### src/verilog/tpc_pkg.sv
// Purpose: Shared constants and types for the timer pin control block
// Assumes: Wishbone classic slave, 32-bit data, word-aligned registers
package tpc_pkg;

  localparam int unsigned NUM_TIMERS = 2;

  // Register byte offsets
  localparam logic [3:0] TIMER0_CSR_OFF = 4'h0;
  localparam logic [3:0] TIMER1_CSR_OFF = 4'h4;
  localparam logic [3:0] PIN_LEVEL_OFF  = 4'h8;

  // Control register field positions
  localparam int unsigned PINSEL_LSB = 0;
  localparam int unsigned MODE_LSB   = 4;
  localparam int unsigned GPO_BIT    = 8;

  // Pin usage selection
  typedef enum logic [1:0] {
    TPC_PIN_GPIO_IN  = 2'h0,
    TPC_PIN_GPIO_OUT = 2'h1,
    TPC_PIN_TIMER    = 2'h2
  } tpc_pinsel_e;

  // Timer operating modes
  typedef enum logic [2:0] {
    TPC_MODE_TIMER    = 3'h0,
    TPC_MODE_WATCHDOG = 3'h1,
    TPC_MODE_PWM      = 3'h2,
    TPC_MODE_EVENT    = 3'h3,
    TPC_MODE_MEASURE  = 3'h4
  } tpc_mode_e;

  // One timer control register
  typedef struct packed {
    logic        gpo_level;
    tpc_mode_e   mode;
    tpc_pinsel_e pinsel;
  } tpc_csr_s;

  localparam tpc_csr_s CSR_RESET = '{gpo_level: 1'b0, mode: TPC_MODE_TIMER,
                                     pinsel: TPC_PIN_GPIO_IN};

  // Output and output-enable of one two-way pin
  typedef struct packed {
    logic o;
    logic oe;
  } tpc_pin_out_s;

  // Wishbone request
  typedef struct packed {
    logic        cyc;
    logic        stb;
    logic        we;
    logic [3:0]  sel;
    logic [3:0]  adr;
    logic [31:0] dat;
  } tpc_wb_req_s;

  // Wishbone answer
  typedef struct packed {
    logic        ack;
    logic        err;
    logic [31:0] dat;
  } tpc_wb_rsp_s;

endpackage : tpc_pkg

### src/verilog/tpc_pin_ctrl.sv
// Purpose: Pin control for two timers, registers on a Wishbone classic slave
// Assumes: Timer cores sit outside and exchange timer_out and timer_in levels
// Notes:   Ack one cycle after a request, err on unmapped addresses
`timescale 1ns/100ps
module tpc_pin_ctrl
  import tpc_pkg::*;
(
  // Clock and reset
  input  wire logic                     core_clk,
  input  wire logic                     rst,
  // Register bus
  input  wire tpc_pkg::tpc_wb_req_s     wb_req,
  output tpc_pkg::tpc_wb_rsp_s          wb_rsp,
  // Timer core side
  input  wire logic [1:0]               timer_out,
  output logic [1:0]                    timer_in,
  output tpc_pkg::tpc_mode_e [1:0]      timer_mode,
  // Pins, timer0_pin and timer1_pin
  input  wire logic [1:0]               timer_pin_i,
  output logic [1:0]                    timer_pin_o,
  output logic [1:0]                    timer_pin_oe
);

  typedef struct packed {
    tpc_csr_s    timer0_ctrl_status_reg;
    tpc_csr_s    timer1_ctrl_status_reg;
    logic        ack;
    logic        err;
    logic [31:0] rdata;
  } tpc_state_s;

  tpc_state_s              state_reg;
  tpc_state_s              state_next;
  tpc_csr_s [1:0]          csr;
  tpc_pin_out_s [1:0]      pin;
  logic [1:0]              level;
  logic                    req;
  logic                    hit0;
  logic                    hit1;
  logic                    hitl;

  assign csr = {state_reg.timer1_ctrl_status_reg, state_reg.timer0_ctrl_status_reg};

  generate
    for (genvar i = 0; i < NUM_TIMERS; i++)
    begin : g_pin
      tpc_pin_cell u_cell (
        .core_clk  (core_clk),
        .rst       (rst),
        .csr       (csr[i]),
        .timer_out (timer_out[i]),
        .pin_i     (timer_pin_i[i]),
        .pin       (pin[i]),
        .level     (level[i]),
        .timer_in  (timer_in[i])
      );
      assign timer_pin_o[i]  = pin[i].o;
      assign timer_pin_oe[i] = pin[i].oe;
      assign timer_mode[i]   = csr[i].mode;
    end
  endgenerate

  function automatic tpc_csr_s csr_write(tpc_csr_s old, logic [3:0] sel, logic [31:0] d);
    tpc_csr_s n;
    n = old;
    if (sel[0])
    begin
      if (d[PINSEL_LSB +: 2] <= 2'h2)
      begin
        n.pinsel = tpc_pinsel_e'(d[PINSEL_LSB +: 2]);
      end
      if (d[MODE_LSB +: 3] <= 3'h4)
      begin
        n.mode = tpc_mode_e'(d[MODE_LSB +: 3]);
      end
    end
    if (sel[1])
    begin
      n.gpo_level = d[GPO_BIT];
    end
    return n;
  endfunction : csr_write

  function automatic logic [31:0] csr_read(tpc_csr_s c);
    logic [31:0] r;
    r = '0;
    r[PINSEL_LSB +: 2] = c.pinsel;
    r[MODE_LSB +: 3]   = c.mode;
    r[GPO_BIT]         = c.gpo_level;
    return r;
  endfunction : csr_read

  always_comb
  begin
    state_next = state_reg;
    req  = wb_req.cyc && wb_req.stb && !state_reg.ack && !state_reg.err;
    hit0 = (wb_req.adr == TIMER0_CSR_OFF);
    hit1 = (wb_req.adr == TIMER1_CSR_OFF);
    hitl = (wb_req.adr == PIN_LEVEL_OFF);
    state_next.ack = 1'b0;
    state_next.err = 1'b0;
    if (req)
    begin
      state_next.ack   = hit0 || hit1 || hitl;
      state_next.err   = !(hit0 || hit1 || hitl);
      state_next.rdata = '0;
      if (wb_req.we)
      begin
        if (hit0)
        begin
          state_next.timer0_ctrl_status_reg =
            csr_write(state_reg.timer0_ctrl_status_reg, wb_req.sel, wb_req.dat);
        end
        if (hit1)
        begin
          state_next.timer1_ctrl_status_reg =
            csr_write(state_reg.timer1_ctrl_status_reg, wb_req.sel, wb_req.dat);
        end
      end
      else if (hit0)
      begin
        state_next.rdata = csr_read(state_reg.timer0_ctrl_status_reg);
      end
      else if (hit1)
      begin
        state_next.rdata = csr_read(state_reg.timer1_ctrl_status_reg);
      end
      else if (hitl)
      begin
        state_next.rdata = {30'h0, level};
      end
    end
  end

  always_ff @(posedge core_clk)
  begin
    if (rst)
    begin
      state_reg.timer0_ctrl_status_reg <= CSR_RESET;
      state_reg.timer1_ctrl_status_reg <= CSR_RESET;
      state_reg.ack                    <= 1'b0;
      state_reg.err                    <= 1'b0;
      state_reg.rdata                  <= '0;
    end
    else
    begin
      state_reg <= state_next;
    end
  end

  assign wb_rsp.ack = state_reg.ack;
  assign wb_rsp.err = state_reg.err;
  assign wb_rsp.dat = state_reg.rdata;

endmodule : tpc_pin_ctrl

### src/verilog/tpc_pin_cell.sv
// Purpose: Direction and function steering for one timer pin
// Assumes: Pin input already arrives from outside the clock domain
// Notes:   Three-flop synchroniser, change taken when stages two and three agree
`timescale 1ns/100ps
module tpc_pin_cell
  import tpc_pkg::*;
(
  // Clock and reset
  input  wire logic                  core_clk,
  input  wire logic                  rst,
  // Configuration
  input  wire tpc_pkg::tpc_csr_s     csr,
  input  wire logic                  timer_out,
  // Pin
  input  wire logic                  pin_i,
  output tpc_pkg::tpc_pin_out_s      pin,
  // Sampled level and timer input
  output logic                       level,
  output logic                       timer_in
);

  typedef struct packed {
    logic [2:0] sync;
    logic       level;
  } tpc_cell_state_s;

  tpc_cell_state_s state_reg;
  tpc_cell_state_s state_next;
  logic            timer_owns;
  logic            mode_is_input;

  always_comb
  begin
    state_next = state_reg;
    state_next.sync = {state_reg.sync[1:0], pin_i};
    if (state_reg.sync[1] == state_reg.sync[2])
    begin
      state_next.level = state_reg.sync[2];
    end
  end

  always_ff @(posedge core_clk)
  begin
    if (rst)
    begin
      state_reg <= '0;
    end
    else
    begin
      state_reg <= state_next;
    end
  end

  always_comb
  begin
    timer_owns    = (csr.pinsel == TPC_PIN_TIMER);
    mode_is_input = (csr.mode == TPC_MODE_EVENT) || (csr.mode == TPC_MODE_MEASURE);
    timer_in      = timer_owns && mode_is_input && state_reg.level;
    pin.oe        = 1'b0;
    pin.o         = 1'b0;
    if (csr.pinsel == TPC_PIN_GPIO_OUT)
    begin
      pin.oe = 1'b1;
      pin.o  = csr.gpo_level;
    end
    else if (timer_owns && !mode_is_input)
    begin
      pin.oe = 1'b1;
      pin.o  = timer_out;
    end
  end

  assign level = state_reg.level;

endmodule : tpc_pin_cell

### config.mk
export PLATFORM = sky130hd
export DESIGN_NAME = tpc_pin_ctrl
export DESIGN_NICKNAME = d
export VERILOG_FILES = /design/src/verilog/tpc_pkg.sv /design/src/verilog/tpc_pin_ctrl.sv /design/src/verilog/tpc_pin_cell.sv
export SDC_FILE = /design/constraint.sdc
export NUM_CORES = 1
export LEC_CHECK = 0
export BUFFER_PORTS_ARGS = -buffer_cell sky130_fd_sc_hd__buf_2
export CORE_ASPECT_RATIO = 1.2
export CORE_UTILIZATION = 47
export CTS_BUF_LIST = sky130_fd_sc_hd__clkbuf_8 sky130_fd_sc_hd__clkbuf_16
export DETAILED_ROUTE_END_ITERATION = 10
export PLACE_DENSITY = 0.95
export SETUP_SLACK_MARGIN = 0.05
export SYNTH_ARGS = -nofsm -noshare
export SYNTH_HDL_FRONTEND = slang
export SYNTH_HIERARCHICAL = 1
export SYNTH_SLANG_ARGS = --single-unit
export TNS_END_PERCENT = 100
### constraint.sdc
create_clock -name core_clk -period 4.05 [get_ports core_clk]
set_input_delay 0.6075 -clock core_clk [delete_from_list [all_inputs] [get_ports core_clk]]
set_output_delay 0.6075 -clock core_clk [all_outputs]
set_load 0.05 [all_outputs]
**Yosys cells after proc, flatten, opt, wreduce, memory -nomap -nowiden**

Index checks and enable logic that the tools add are counted.

- Register bits after elaboration: 54
- Input bits: 49
- Bits in latches: 0
- Memories kept: 0
- Bits in writable memories: 0
- Output and inout port bits: 46
- Bits in read-only memories: 0
- Word-level logic and storage cells: 62

- Magnitude comparators: 2
- Divide/modulo/power cells: 0
- Add/sub/neg operators: 0
- Reduce and logical (&&, ||, !) cells: 26
- Shifts and indexed selects: 0
- Bitwise operators: 1
- Mux-type cells: 8
- $mul: 0
- Eq/ne operators: 12

Operators by type and width:

| cell | number |
|---|---|
| $mux W9 | 3 |
| $reduce_and A5 Y1 | 4 |
| $mux W2 | 5 |
| $logic_and A1 B1 Y1 | 9 |
| $reduce_and A4 Y1 | 2 |
| $eq A3 B2 Y1 const B | 2 |
| $eq A3 B3 Y1 const B | 2 |
| $logic_not A1 Y1 | 5 |
| $eq A2 B1 Y1 const B | 2 |
| $eq A2 B2 Y1 const B | 2 |
| $eq A4 B3 Y1 const B | 1 |
| $eq A4 B4 Y1 const B | 1 |
| $logic_not A4 Y1 | 1 |
| $logic_or A1 B1 Y1 | 4 |
| $le A3 B3 Y1 const B | 1 |
| $eq A1 B1 Y1 | 2 |
| $le A2 B2 Y1 const B | 1 |
| $reduce_or A2 Y1 | 1 |
| $not A1 Y1 | 1 |

**Longest topological paths before layout**

- Word-level depth: 6
- Gate-level depth with buffers: 6
- Depth with buffers taken out: 4

**By module**

Netlist, hierarchy kept.

Modules (own cells, without submodules):

| module | instances | sequential area each (sq um) | area each (sq um) | cells an instance |
|---|---|---|---|---|
| tpc_pin_ctrl | 1 | 400.4 | 1,243.7 | 141 |
| tpc_pin_cell | 2 | 80.1 | 178.9 | 21 |

**Least setup slack after synthesis**

Ideal clock, no wire load.

- Path type: flip-flop to output port
- From: register state_reg (netlist bit timer_mode[3])
- To: output port timer_pin_oe[1]
- Setup slack: 1.777 ns
- Path buffers: 0
- Data arrival time: 1.665 ns
- Stages on the path, launching flop included: 4
- Data required time: 3.442 ns
- Cells stage by stage: dfxtp_1 > nand2b_1 > o22ai_2 > o21ai_0

- Word-level cells in the longest chain between the ends: 6
- Elaborated cells on any way between the ends: 7
- Those cells by class: eq/ne (2); mux (2); reduce/logical (3)

RTL lines:

| element | RTL line | source |
|---|---|---|
| start, declared | tpc_pin_ctrl.sv:32 | `tpc_state_s state_reg;` |
| start signal, assigned | tpc_pin_ctrl.sv:147 | `state_reg <= state_next;` |
| $eq A3 B2 Y1 / $eq A3 B3 Y1 (equally long branches) | tpc_pin_cell.sv:57 | `mode_is_input = (csr.mode == TPC_MODE_EVENT) \|\| (csr.mode == TPC_MODE_MEASURE);` |
| $logic_or A1 B1 Y1 (*) | tpc_pin_cell.sv:57 |  |
| $logic_not A1 Y1 (*) | tpc_pin_cell.sv:66 | `else if (timer_owns && !mode_is_input)` |
| $logic_and A1 B1 Y1 (*) | tpc_pin_cell.sv:66 |  |
| $mux W2 (*) | tpc_pin_cell.sv:66 |  |
| $mux W2 (*) | tpc_pin_cell.sv:61 | `if (csr.pinsel == TPC_PIN_GPIO_OUT)` |
| end, declared | tpc_pin_ctrl.sv:21 | `output logic [1:0] timer_pin_oe` |

Every way passes the cells marked *; elsewhere a longest branch is shown, timed or not.

**Worst setup path after layout**

- From: register state_reg (netlist bit timer_mode[2])
- To: output port timer_in[0]

- Word-level cells in the longest chain between the ends: 4
- Elaborated cells on any way between the ends: 5
- Those cells by class: eq/ne (2); reduce/logical (3)

RTL lines:

| element | RTL line | source |
|---|---|---|
| $eq A3 B2 Y1 / $eq A3 B3 Y1 (equally long branches) | tpc_pin_cell.sv:57 |  |
| $logic_or A1 B1 Y1 (*) | tpc_pin_cell.sv:57 |  |
| $logic_and A1 B1 Y1 (*) (2 in series) | tpc_pin_cell.sv:58 | `timer_in = timer_owns && mode_is_input && state_reg.level;` |
| end, declared | tpc_pin_ctrl.sv:16 | `output logic [1:0] timer_in,` |

Marked as above.

==> summary.md <==
| Metric | Value |
|---|---|
| First-pass GRT wire length | 4.89 mm |
| Cell count after synthesis | 183 |
| Max Freq | 491 MHz |
| GRT Total Usage | 16.8% |
| Post-CTS Setup Bufs | 0 |
| HP Class | reg2reg |
| Diodes inserted | 0 |
| Synth Area per Inst | 8.75 um^2 |
| Total number of vias | 1290 |
| Worst r2r src | wb_rsp[32] |
| Pre-antenna DRT Iters | 4 |
| Starting Density | 50.6% |
| #FFs+latches synth | 28 |
| Buffers on Ports | 40 |
| Sequential element share of the synthesized area | 35.0% |
| Worst Path Max Fanout | 5 |
| Crit path DAT | 1430 ps |
| Nets@finish | 263 |
| DRC violations left | 0 |
| Wire per inst | 12.1 um |
| Overall power | 0.597 mW |
| Vias in the first global route | 1174 |
| Yosys warning count | 6 |
| RSZ-0062 raised after global routing | no |
| CP Launch Type | register |
| Grt total ovfl | 0 |
| Number of routed nets with antenna violations | 0 |
| Synth Cell Area | 1600 um^2 |
| Non-filler instance count after layout | 249 |
| Net Sw Frac | 28.5% |
| Cell variety after synth | 32 |
| P&R area growth vs syn | 7.66% |
| Placed insts | 245 |
| Internal power | 0.426 mW |
| Power Density | 346 nW/um^2 |
| Core area | 3170 um^2 |
| Status | complete, no violations |
| Util after Layout | 54.5% |
| Final setup fails | 0 |
| P_sw | 0.170 mW |
| Setup TNS | 0 ps |
| Die footprint | 3650 um^2 |
| FP Rows | 22 |
| Final Hold Viols | 0 |
| Max VDD drop | 0.184 mV |
| Worst setup EP type | primary output |
| Clk sinks | 28 |
| Setup CP Type | reg2out |
| Initial DRC Count | 31 |
| Number of primary I/O pins | 95 |
| Fin crit share | 50.3% |
| Reg power frac | 46.9% |
| DR vias/cell | 5.18 |
| H-tree depth | 1 |
| Number of max-cap violations | 0 |
| Worst skew pair latency | 280 ps |
| Resized cells post-CTS | 0 |
| Longest Clk Path Bufs | 2 |
| Gp weighted congestion | 0.784 |
| CTS tree | done |
| Die Height | 65.9 um |
| Post-synth EDFFs | 0 |
| Combinational power share | 16.5% |
| Share of layout cells above drive strength 1 | 28.6% |
| Hpwl dp | 2.31 mm |
| WL final | 3.03 mm |
| Clk_skew | 3.24 ps |
| Reg clk slew, reported paths | 90 ps |
| Clock share of power | 36.6% |
| Largest net degree at the start of global routing | 29 |
| Asr flop ratio synth | 0% |
| # fillers | 297 |
| Main synth FF type | dfxtp_1 |
| Leak | 0.720 nW |
| Max reg flops | 8 |
| Slew headroom | 66.5% |
| Final Max Tran Viols | 0 |
| Initial antenna violation count | 0 |
| Beginning of the critical path | timer_mode[2] |
| Period minus WS final | 2040 ps |
| Worst-Margin Slew | 503 ps |
| Min-delay src | g_pin[1].u_cell/state_next[2] |
| Die X-Extent | 55.3 um |
| CTS Buf Count | 3 |
| Req. time, crit path | 3440 ps |
| Hold_buf cts | 0 |
| Root Buffer | clkbuf_8 |
-- synthesized netlist by cell type, types with 4 or more instances --
cell      instances  area [um^2]
a21oi_1          14         70.1
o21ai_0           4         20.0
nor2b_1          10         62.6
nand2b_1          6         37.5
dfxtp_1          28          561
nand2_1           9         33.8
inv_1             4         15.0
o22ai_1           4         25.0
mux2i_1           6         60.1
nor3_2            5         50.1
nor3_1           18         90.1
buf_4            32          240
nor2_1           11         41.3
-- worst max-delay path, cell delays in order, from the launching register on --
cell and delay, ps:
dfxtp_1 440, nand2b_1 100, o22ai_2 180, and3_1 180, buf_2 250
-- power groups by stage --
stage / clock [mW] / combinational (mW) / sequential [mW]
2_1_floorplan: 0 / 0.0976 / 0.288
3_3_place_gp: 0 / 0.0965 / 0.286
3_5_place_dp: 0 / 0.0977 / 0.286
4_1_cts: 0.223 / 0.0979 / 0.280
5_1_grt: 0.233 / 0.103 / 0.280
6_report: 0.218 / 0.0985 / 0.280
-- final timing paths --
check | slack, ps | to | cells past startpoint
max | 2010 | timer_in[0] | 4
min | 470 | g_pin[1].u_cell/state_next[3] | 1
max reg2reg | 2520 | wb_rsp[1] | 5
min reg2reg | 470 | g_pin[1].u_cell/state_next[3] | 1
-- cells by family (layout without fill, tap and decap cells) --
| group | Yosys count | in the layout | share of synthesized area (%) |
|---|---|---|---|
| AOI/OAI and AO/OA | 29 | 29 | 11.2 |
| DFF | 28 | 28 | 35.0 |
| muxes | 6 | 6 | 3.75 |
| and+or+nand+nor | 75 | 75 | 30.4 |
| other | 1 | 26 | 0.234 |
| buffers and inverters | 44 | 49 | 19.4 |
-- metal layers --
layer	vias to the layer above	GRT usage [%]	share of wire, %
li1	635	-	-
met3	5	0.783	5.8
met1	580	19.4	41
met2	70	30.4	51
met4	0	10.6	2.2
met5	-	0	0
-- per-stage QoR --
stage / setup WS (ps) / area (um^2) / hold WS, ps
after floorplan: 1780 / 1700 / 414
after global placement: 1960 / 1650 / 420
after detailed placement: 1940 / 1650 / 450
after CTS: 1980 / 1720 / 466
after global routing: 1920 / 1720 / 486
final: 2010 / 1720 / 466
-- placed cells by master, fill, tap and decap left out, types with 5 or more instances in the layout --
cell	instances
dfxtp_1	28
nor2b_1	10
nor3_2	5
nand2b_1	6
a21oi_1	14
buf_2	40
conb_1	26
nor3_1	18
nand2_1	9
nor2_1	11
mux2i_1	6
-- area by class of cell --
type,instances,area [um^2],share of cell area (%)
clock buffer,3,41.3,2.39
clock inverter,1,30.0,1.74
inverter,4,15.0,0.871
multi-input combinational,136,825,47.8
sequential,28,561,32.5
tap,36,45.0,2.61
timing repair buffer,41,208,12.0
Note: power is estimated with default switching activity, not from simulation.
